### src/logic/bth_pkg.sv
// constants shared by the bridge header register slice
//
// What this block does
// primary latency timer is an 8-bit read-only register that always reads zero.
// header type register reads a fixed one: type 1, single-function bridge layout.
// self-test register is 8-bit read-only zero; no self-test capability exists.
// both 32-bit base address registers are read-only and always read zero.
// upstream bus number is 8-bit read/write, resets zero, drives no internal behaviour.
// downstream bus number is 8-bit read/write, resets zero, names the secondary bus.
// highest bus behind is 8-bit read/write, resets zero, holds the top bus number.
// secondary latency timer is an 8-bit read-only register that always reads zero.
// I/O base bit 0 gives I/O width, one is 32-bit; resets one, lockable write.
// I/O base bits 7:4 hold address bits 15:12 of window base; reset 0xF.
// I/O base with I/O limit decides whether I/O transactions are forwarded.
// window top is limit bits 15:12 with low twelve address bits all ones.
// limit register capability bit is a read-only mirror of the base capability bit.
// I/O base bits 3:1 read zero and ignore writes.
`default_nettype none

package bth_pkg;

  // ---------------------------------------------------------------
  // register offsets (byte addresses on the configuration port)
  // ---------------------------------------------------------------
  localparam logic [7:0] BTH_OFF_PRI_LAT    = 8'h0d;
  localparam logic [7:0] BTH_OFF_HDR_TYPE   = 8'h0e;
  localparam logic [7:0] BTH_OFF_SELF_TEST  = 8'h0f;
  localparam logic [7:0] BTH_OFF_BASE_WIN0  = 8'h10;
  localparam logic [7:0] BTH_OFF_BASE_WIN1  = 8'h14;
  localparam logic [7:0] BTH_OFF_UP_BUS     = 8'h18;
  localparam logic [7:0] BTH_OFF_DOWN_BUS   = 8'h19;
  localparam logic [7:0] BTH_OFF_HIGH_BUS   = 8'h1a;
  localparam logic [7:0] BTH_OFF_SEC_LAT    = 8'h1b;
  localparam logic [7:0] BTH_OFF_IO_LOWER   = 8'h1c;

  // ---------------------------------------------------------------
  // fixed and reset values
  // ---------------------------------------------------------------
  localparam logic [7:0]  BTH_PRI_LAT_VAL    = 8'h00;
  localparam logic [7:0]  BTH_HDR_TYPE_VAL   = 8'h01;
  localparam logic [7:0]  BTH_SELF_TEST_VAL  = 8'h00;
  localparam logic [31:0] BTH_BASE_WIN_VAL   = 32'h0000_0000;
  localparam logic [7:0]  BTH_SEC_LAT_VAL    = 8'h00;
  localparam logic [7:0]  BTH_BUS_RST        = 8'h00;
  localparam logic        BTH_IO_CAP_RST     = 1'b1;
  localparam logic [3:0]  BTH_IO_BASE_RST    = 4'hf;
  localparam logic [31:0] BTH_UNMAPPED_VAL   = 32'h0000_0000;

  // ---------------------------------------------------------------
  // io_window_lower field layout
  // ---------------------------------------------------------------
  localparam int BTH_IO_CAP_BIT   = 0;
  localparam int BTH_IO_RSV_LSB   = 1;
  localparam int BTH_IO_RSV_MSB   = 3;
  localparam int BTH_IO_BASE_LSB  = 4;
  localparam int BTH_IO_BASE_MSB  = 7;

  // capability encodings
  localparam logic BTH_SIXTEEN_BIT_IO    = 1'b0;
  localparam logic BTH_THIRTYTWO_BIT_IO  = 1'b1;

  // low address bits below the 4KB window granule
  localparam logic [11:0] BTH_IO_LOW_ZERO = 12'h000;
  localparam logic [11:0] BTH_IO_LOW_ONES = 12'hfff;

endpackage : bth_pkg

`default_nettype wire

### src/logic/bth_cfg_regs.sv
// bridge type 1 header slice: bus numbers, fixed fields and I/O base register
`default_nettype none

module bth_cfg_regs
  import bth_pkg::*;
#(
  parameter int AW = 32
) (
  input  wire logic          clk,
  input  wire logic          rst,
  input  wire logic [7:0]    reg_addr,
  input  wire logic [31:0]   reg_wdata,
  input  wire logic          reg_wr,
  input  wire logic          reg_rd,
  output var  logic [31:0]   reg_rdata,
  input  wire logic          cap_lock,
  input  wire logic [3:0]    io_limit_field,
  input  wire logic [15:0]   io_base_upper,
  input  wire logic [15:0]   io_limit_upper,
  input  wire logic          io_req_valid,
  input  wire logic [AW-1:0] io_req_addr,
  output var  logic          io_fwd_valid,
  output var  logic          io_fwd_hit,
  output var  logic          io_cap_mirror,
  output var  logic [3:0]    io_base_field,
  output var  logic [7:0]    downstream_bus_number,
  output var  logic [7:0]    highest_bus_behind
);

  // ---------------------------------------------------------------
  // write decode
  // ---------------------------------------------------------------
  logic wr_up;
  logic wr_down;
  logic wr_high;
  logic wr_io;

  // one decoded strobe per writable byte; read-only offsets take no strobe
  always_comb begin
    wr_up   = reg_wr && (reg_addr == BTH_OFF_UP_BUS);
    wr_down = reg_wr && (reg_addr == BTH_OFF_DOWN_BUS);
    wr_high = reg_wr && (reg_addr == BTH_OFF_HIGH_BUS);
    wr_io   = reg_wr && (reg_addr == BTH_OFF_IO_LOWER);
  end

  // ---------------------------------------------------------------
  // bus number registers
  // ---------------------------------------------------------------
  logic [7:0] up_bus_d;
  logic [7:0] up_bus_q;
  logic [7:0] down_bus_d;
  logic [7:0] down_bus_q;
  logic [7:0] high_bus_d;
  logic [7:0] high_bus_q;

  // upstream number is stored only for software; nothing inside reads it
  always_comb begin
    up_bus_d   = up_bus_q;
    down_bus_d = down_bus_q;
    high_bus_d = high_bus_q;
    // upstream number store
    if (wr_up) begin
      up_bus_d = reg_wdata[7:0];
    end
    // downstream number store
    if (wr_down) begin
      down_bus_d = reg_wdata[7:0];
    end
    // highest bus store
    if (wr_high) begin
      high_bus_d = reg_wdata[7:0];
    end
  end

  always_ff @(posedge clk) begin
    if (rst) begin
      up_bus_q   <= BTH_BUS_RST;
      down_bus_q <= BTH_BUS_RST;
      high_bus_q <= BTH_BUS_RST;
    end else begin
      up_bus_q   <= up_bus_d;
      down_bus_q <= down_bus_d;
      high_bus_q <= high_bus_d;
    end
  end

  assign downstream_bus_number = down_bus_q;
  assign highest_bus_behind    = high_bus_q;

  // ---------------------------------------------------------------
  // io_window_lower register
  // ---------------------------------------------------------------
  logic       io_cap;
  logic [3:0] io_base_d;
  logic [3:0] io_base_q;

  // lockable width bit
  bth_lock_bit #(
    .RST_VAL (BTH_IO_CAP_RST)
  ) u_io_cap (
    .clk   (clk),
    .rst   (rst),
    .wr_en (wr_io),
    .lock  (cap_lock),
    .wdata (reg_wdata[BTH_IO_CAP_BIT]),
    .q     (io_cap)
  );

  // window base field
  // bits 3:1 are simply never stored
  always_comb begin
    io_base_d = io_base_q;
    if (wr_io) begin
      io_base_d = reg_wdata[BTH_IO_BASE_MSB:BTH_IO_BASE_LSB];
    end
  end

  always_ff @(posedge clk) begin
    if (rst) begin
      io_base_q <= BTH_IO_BASE_RST;
    end else begin
      io_base_q <= io_base_d;
    end
  end

  // limit copy of width
  assign io_cap_mirror = io_cap;
  assign io_base_field = io_base_q;

  // ---------------------------------------------------------------
  // forwarding decode
  // ---------------------------------------------------------------
  // window decides forwarding
  bth_io_decode #(
    .AW (AW)
  ) u_io_decode (
    .clk            (clk),
    .rst            (rst),
    .io_cap         (io_cap),
    .io_base_field  (io_base_q),
    .io_limit_field (io_limit_field),
    .io_base_upper  (io_base_upper),
    .io_limit_upper (io_limit_upper),
    .io_req_valid   (io_req_valid),
    .io_req_addr    (io_req_addr),
    .io_fwd_valid   (io_fwd_valid),
    .io_fwd_hit     (io_fwd_hit)
  );

  // ---------------------------------------------------------------
  // read data path
  // ---------------------------------------------------------------
  logic [31:0] rdata_d;
  logic [31:0] rdata_q;

  // data stand only in the cycle after the strobe, zero otherwise,
  // so a stale value can never be mistaken for a fresh answer
  always_comb begin
    rdata_d = BTH_UNMAPPED_VAL;
    if (reg_rd) begin
      unique case (reg_addr)
        // primary latency zero
        BTH_OFF_PRI_LAT:   rdata_d = {24'h00_0000, BTH_PRI_LAT_VAL};
        // header type one
        BTH_OFF_HDR_TYPE:  rdata_d = {24'h00_0000, BTH_HDR_TYPE_VAL};
        // self test zero
        BTH_OFF_SELF_TEST: rdata_d = {24'h00_0000, BTH_SELF_TEST_VAL};
        // base windows zero
        BTH_OFF_BASE_WIN0: rdata_d = BTH_BASE_WIN_VAL;
        BTH_OFF_BASE_WIN1: rdata_d = BTH_BASE_WIN_VAL;
        BTH_OFF_UP_BUS:    rdata_d = {24'h00_0000, up_bus_q};
        BTH_OFF_DOWN_BUS:  rdata_d = {24'h00_0000, down_bus_q};
        BTH_OFF_HIGH_BUS:  rdata_d = {24'h00_0000, high_bus_q};
        // secondary latency zero
        BTH_OFF_SEC_LAT:   rdata_d = {24'h00_0000, BTH_SEC_LAT_VAL};
        // reserved bits read zero
        BTH_OFF_IO_LOWER:  rdata_d = {24'h00_0000, io_base_q, 3'b000, io_cap};
        default:           rdata_d = BTH_UNMAPPED_VAL;
      endcase
    end
  end

  always_ff @(posedge clk) begin
    if (rst) begin
      rdata_q <= BTH_UNMAPPED_VAL;
    end else begin
      rdata_q <= rdata_d;
    end
  end

  assign reg_rdata = rdata_q;
endmodule // bth_cfg_regs

`default_nettype wire

### src/logic/bth_lock_bit.sv
// one lockable writable configuration bit
`default_nettype none

module bth_lock_bit
  import bth_pkg::*;
#(
  parameter logic RST_VAL = 1'b0
) (
  input  wire logic clk,
  input  wire logic rst,
  input  wire logic wr_en,
  input  wire logic lock,
  input  wire logic wdata,
  output var  logic q
);

  logic bit_d;
  logic bit_q;

  // writes land only while the lock is open; a locked write is dropped silently
  always_comb begin
    bit_d = bit_q;
    if (wr_en && !lock) begin
      bit_d = wdata;
    end
  end

  always_ff @(posedge clk) begin
    if (rst) begin
      bit_q <= RST_VAL;
    end else begin
      bit_q <= bit_d;
    end
  end

  assign q = bit_q;

endmodule // bth_lock_bit

`default_nettype wire

### src/logic/bth_io_decode.sv
// I/O window decode that decides forwarding across the bridge
`default_nettype none

module bth_io_decode
  import bth_pkg::*;
#(
  parameter int AW = 32
) (
  input  wire logic          clk,
  input  wire logic          rst,
  input  wire logic          io_cap,
  input  wire logic [3:0]    io_base_field,
  input  wire logic [3:0]    io_limit_field,
  input  wire logic [15:0]   io_base_upper,
  input  wire logic [15:0]   io_limit_upper,
  input  wire logic          io_req_valid,
  input  wire logic [AW-1:0] io_req_addr,
  output var  logic          io_fwd_valid,
  output var  logic          io_fwd_hit
);

  logic [31:0] win_lo;
  logic [31:0] win_hi;
  logic [31:0] req_addr;
  logic        hit;
  logic        valid_d;
  logic        valid_q;
  logic        hit_d;
  logic        hit_q;

  // top end fills low bits with ones
  // in 16-bit mode the upper halves are forced to zero, so a high address never matches
  always_comb begin
    req_addr = 32'(io_req_addr);
    if (io_cap == BTH_THIRTYTWO_BIT_IO) begin
      win_lo = {io_base_upper, io_base_field, BTH_IO_LOW_ZERO};
      win_hi = {io_limit_upper, io_limit_field, BTH_IO_LOW_ONES};
    end else begin
      win_lo = {16'h0000, io_base_field, BTH_IO_LOW_ZERO};
      win_hi = {16'h0000, io_limit_field, BTH_IO_LOW_ONES};
    end
    // base and limit gate forwarding
    hit = (req_addr >= win_lo) && (req_addr <= win_hi);
  end

  // result is registered one cycle after the request
  always_comb begin
    valid_d = io_req_valid;
    hit_d   = io_req_valid && hit;
  end

  always_ff @(posedge clk) begin
    if (rst) begin
      valid_q <= 1'b0;
      hit_q   <= 1'b0;
    end else begin
      valid_q <= valid_d;
      hit_q   <= hit_d;
    end
  end

  assign io_fwd_valid = valid_q;
  assign io_fwd_hit   = hit_q;

endmodule // bth_io_decode

`default_nettype wire

### config.mk
export PLATFORM = sky130hd
export DESIGN_NAME = bth_cfg_regs
export DESIGN_NICKNAME = d
export VERILOG_FILES = /design/src/logic/bth_pkg.sv /design/src/logic/bth_cfg_regs.sv /design/src/logic/bth_lock_bit.sv /design/src/logic/bth_io_decode.sv
export SDC_FILE = /design/constraint.sdc
export NUM_CORES = 1
export LEC_CHECK = 0
export ABC_AREA = 0
export BUFFER_PORTS_ARGS = -buffer_cell sky130_fd_sc_hd__buf_2
export CAP_MARGIN = 5
export CORE_ASPECT_RATIO = 0.8
export CORE_UTILIZATION = 44
export DETAILED_ROUTE_END_ITERATION = 6
export PLACE_DENSITY = 0.86
export SETUP_SLACK_MARGIN = 0.1
export SYNTH_ARGS = -nofsm -noshare
export SYNTH_HDL_FRONTEND = slang
export SYNTH_SLANG_ARGS = --single-unit
export TNS_END_PERCENT = 50
### constraint.sdc
create_clock -name clk -period 2.6 [get_ports clk]
set_input_delay 0.39 -clock clk [delete_from_list [all_inputs] [get_ports clk]]
set_output_delay 0.39 -clock clk [all_outputs]
set_load 0.05 [all_outputs]
Word level (Yosys, flattened, before mapping)
Index checks and enable logic that the tools add are counted.
{"block": "totals", "in_bits": 114, "reg_bits": 63, "elab_cells": 28}
{"block": "classes", "magnitude_cmp": 2, "eq_ne": 5, "n_reduce_logical": 9, "mux": 3, "bitwise": 1}
{"op": "$mux W32", "count": 2}
{"op": "$pmux W8 S5", "count": 1}
{"op": "$eq A8 B5 Y1 const B", "count": 4}
{"op": "$ge A32 B32 Y1", "count": 1}
{"op": "$le A32 B32 Y1", "count": 1}
{"op": "$eq A8 B4 Y1 const B", "count": 1}
{"op": "$logic_and A1 B1 Y1", "count": 7}
{"op": "$reduce_or A2 Y1", "count": 1}
{"op": "$logic_not A1 Y1", "count": 1}
{"op": "$not A1 Y1", "count": 1}

Longest topological paths before layout
{"block": "logic_depth", "ltp_word": 4, "ltp_mapped": 9, "mapped_depth_nobuf": 7}

Hierarchy
A second synthesis with hierarchy kept.
{"block": "unflattened", "hier_cells": 352, "area_unflattened_um2": 2939.1}
{"mod": "bth_cfg_regs", "n_inst": 1, "seq_area_each_um2": 720.7, "area_each_um2": 1761.7, "cells_per_inst": 194}
{"mod": "bth_io_decode", "n_inst": 1, "seq_area_each_um2": 40.0, "area_each_um2": 1126.1, "cells_per_inst": 153}
{"mod": "bth_lock_bit", "n_inst": 1, "seq_area_each_um2": 20.0, "area_each_um2": 51.3, "cells_per_inst": 5}

Worst setup path before layout
Ideal clock, no wire load.
{"block": "synth_timing", "path_type": "reg2reg", "start": "register u_io_cap.bit_q (netlist: u_io_cap.q)", "end": "register u_io_decode.hit_q (netlist: u_io_decode.io_fwd_hit)", "setup_slack_ps": 192, "arrival_ps": 2330, "synth_period_minus_slack_ps": 2408, "required_ps": 2522, "path_stages_with_launch": 10, "n_path_buf": 2, "path_cell_list": "dfxtp_1 clkbuf_1 clkbuf_1 nand2_1 ha_1 a21oi_1 o21ai_0 a221oi_1 o21ai_0 a32oi_1"}
{"block": "synth_between", "elab_chain_len": 4, "word_cells_on_any_way": 6, "cone_classes": "order compare (2); mux (2); reduce/logical (2)"}
{"item": "start, declared", "line_no": "bth_lock_bit.sv:18", "rtl": "logic bit_q;"}
{"item": "start signal, assigned", "line_no": "bth_lock_bit.sv:32", "rtl": "bit_q <= bit_d;"}
{"item": "$mux W32", "line_no": "bth_io_decode.sv:35", "rtl": "if (io_cap == BTH_THIRTYTWO_BIT_IO) begin"}
{"item": "$ge A32 B32 Y1 or $le A32 B32 Y1 (tied branches)", "line_no": "bth_io_decode.sv:43", "rtl": "hit = (req_addr >= win_lo) && (req_addr <= win_hi);"}
{"item": "$logic_and A1 B1 Y1 (*)", "line_no": "bth_io_decode.sv:43"}
{"item": "$logic_and A1 B1 Y1 (*)", "line_no": "bth_io_decode.sv:49", "rtl": "hit_d = io_req_valid && hit;"}
{"item": "end signal, assigned", "line_no": "bth_io_decode.sv:58", "rtl": "hit_q <= hit_d;"}
{"item": "end, declared", "line_no": "bth_io_decode.sv:29", "rtl": "logic hit_q;"}
Mark *: on every way between the ends. The rest lies on a longest branch, timed or not.
A chain may end at the register's enable or synchronous reset.

Worst setup path after layout
Same ends and word-level chain as after synthesis.

==> impl_metrics.csv <==
group,metric,value,unit
status,status,"complete, no violations",
place,numPortBuffers,120,
timing,rsz0062_at_grt,"no",
global_route,grt_pass1_vias,2719,
layout,num-nets-final,631,
floorplanning,core-area,0.006376,mm^2
layout,post-route-util,56.16,%
worst_setup_path,max_stage_delay,0.41,ns
timing,finalSetupViolations,0,
run,maxCapViolations,0,
timing,min_period,2.072,ns
yosys,ys_async_sr_fraction,0,%
floorplanning,die_h,74.49,um
yosys,syn_inst,359,
route,routed_wl,7855,um
place,hpwl,6220,um
worst_setup_path,cp_top_family,"compound AO/OA/AOI/OAI gates",
route,vias,2957,
layout,num_antenna_cells,0,
floorplanning,num_rows,26,
worst_setup_path,cp_max_fo,33,
cts,ctsResizeCount,0,
cts,htree_levels,2,
timing,setup_tns,0,ns
cts,postCtsSetupBuffers,0,
cts,clkTransAtPathRegs,0.07,ns
worst_setup_path,path_class,"register to register",
yosys,ys_seq_area_share,27.01,%
global_route,grt_max_degree,34,
floorplanning,die_area,0.006899,mm^2
worst_setup_path,arrival,2.28,ns
global_route,antenna_found_initial,0,
route,drc,0,
floorplanning,die_w,92.62,um
floorplanning,ios,169,
yosys,synthesis.area,0.002890,mm^2
yosys,yosys_register_bits,39,
cts,clkLatencyLatePin,0.28,ns
yosys,synthFlopType,"dfxtp_1",
min_path,worstHoldPathType,"input pin to register",
cts,clock-sinks,39,
timing,max_freq,482.7,MHz
yosys,synthDistinctLibCells,47,
cts,cts_made_buffers,5,
global_route,grt_pass1_wl,12230,um
worst_setup_path,crit_required,2.81,ns
cts,clockBufferDepth,2,
worst_setup_path,cp-start-kind,"register",
pwr,p_leak,1.875,nW
route,dr.pass1.iters,4,
yosys,syn_area_per_cell,8.051,um^2
timing,hold_violations,0,
cts,root_buffer,"clkbuf_8",
yosys,yosysWarnings,0,
worst_setup_path,crit_top_cell,"o21ai_0",
global_route,grtUsageTotal,22.39,%
layout,final_cell_mix,"buf_2, nand2_1, ha_1",
layout,drive_gt1_share,28.87,%
timing,slew_violations,0,
layout,syn2layout_area_growth,23.90,%
place,place.gp.congestion,0.8789,
worst_setup_path,path_cells,"buf_12 > nand2_1 > ha_1 > a21oi_1 > o21ai_0 > a221oi_1 > o21ai_0 > a32oi_1",
cts,ctsHoldBuffers,0,
timing,finClkSkew,0.005900,ns
route,initialDrtViolationCount,212,
timing,max_slew_margin,62.74,%
global_route,grt_overflow,0,
yosys,synth_edf_count,0,
pwr,p_per_area,372.9,mW/mm^2
worst_setup_path,cp_slowest_cell,"dfxtp_1",
layout,layout_commonest_cell,"buf_2",
worst_setup_path,worst_setup_path_end_kind,"register",
timing,tightestPinTransition,0.5589,ns
worst_setup_path,crit_buf_inv,1,
floorplanning,start_util,45.33,%
route,ant_nets,0,
pwr,worst_ir_drop_vdd,0.2177,mV
cts,cts_tree,"yes",
route,wl_per_cell,13.98,um
timing,fin_crit_sh,79.69,%
route,vias_per_cell,5.262,
## sequential cells by signal, indices dropped and copies added (netlist names)
signal and cells:
highest_bus_behind 8, u_io_decode.io_fwd_valid 1, io_base_field 4, up_bus_q 8
downstream_bus_number 8, reg_rdata 8, u_io_cap.q 1, u_io_decode.io_fwd_hit 1
## tightest hold or removal path: stages
cell	delay, ns
buf_2	0.10
mux2i_1	0.06
nor2_1	0.07
## kinds of logic after synthesis
group | share of synthesized area [%]
compound gates | 14.98
fa+ha+maj | 17.32
buf+inv | 9.610
mux | 5.195
simple gates | 25.76
flops | 27.01
other cells | 0.1297
## cell usage after synthesis (2+ instances only)
cell type | count | area [um^2]
a221oi_1 | 5 | 43.79
o21ai_0 | 6 | 30.03
nand2_1 | 62 | 232.7
o31ai_1 | 3 | 22.52
a211oi_1 | 2 | 15.01
a32oi_1 | 2 | 17.52
nand3_1 | 22 | 110.1
nand4_1 | 10 | 62.56
inv_1 | 10 | 37.54
clkbuf_1 | 9 | 33.78
nand2b_1 | 3 | 18.77
buf_2 | 2 | 10.01
nor2b_1 | 3 | 18.77
nor3_1 | 8 | 40.04
a21o_1 | 6 | 45.04
buf_4 | 25 | 187.7
ha_1 | 40 | 500.5
mux2i_1 | 15 | 150.1
a311o_1 | 3 | 30.03
a21oi_1 | 35 | 175.2
nor4_1 | 3 | 18.77
dfxtp_1 | 39 | 780.8
nor2_1 | 22 | 82.58
## where the power goes
group	internal [W]	switching (W)	total, W
logic	0.000125	0.000222	0.000346
registers	0.000599	0.000000823	0.000600
clock network	0.000188	0.000201	0.000389
## per-layer routing
metal | part of all wire (%) | GRT usage, %
met5 | 0 | 0
met3 | 8.1 | 3.170
met2 | 48 | 40.82
met4 | 1.1 | 5.983
met1 | 43 | 28.06
## path summary, 6_finish.rpt
kind	to	startpoint	slack (ns)	cells past startpoint
worst max-delay path	u_io_decode.io_fwd_hit$_SDFF_PP0_	u_io_cap.q$_SDFFE_PP1P_	0.53	8
worst min-delay path	highest_bus_behind[3]$_SDFFE_PP0P_	reg_wdata[3]	0.37	3
worst max register to register	u_io_decode.io_fwd_hit$_SDFF_PP0_	u_io_cap.q$_SDFFE_PP1P_	0.53	8
worst min register to register	up_bus_q[3]$_SDFFE_PP0P_	up_bus_q[3]$_SDFFE_PP0P_	0.46	2
## cell type report
type	count	area, um^2
Multi-Input combinational cell	295	1918
Clock inverter	1	5.005
Sequential cell	39	780.7
Inverter	10	37.54
Fill cell	601	2795
Clock buffer	7	76.32
Tap cell	84	105.1
Timing Repair Buffer	126	658.1
## through the flow
step,total power [W],hold WS (ns),area [um^2],worst slack [ns],std cells
4_1_cts,0.001342,0.3685,3581,0.5262,562
3_5_place_dp,0.0009574,0.4490,3500,0.5179,554
3_3_place_gp,0.0009472,0.4417,3500,0.5692,554
2_1_floorplan,0.0008651,0.4357,2977,0.1924,382
6_report,0.001335,0.3727,3581,0.5282,562
5_1_grt,0.001411,0.3718,3581,0.3747,562
No activity file was read; power rests on OpenSTA's default activity.
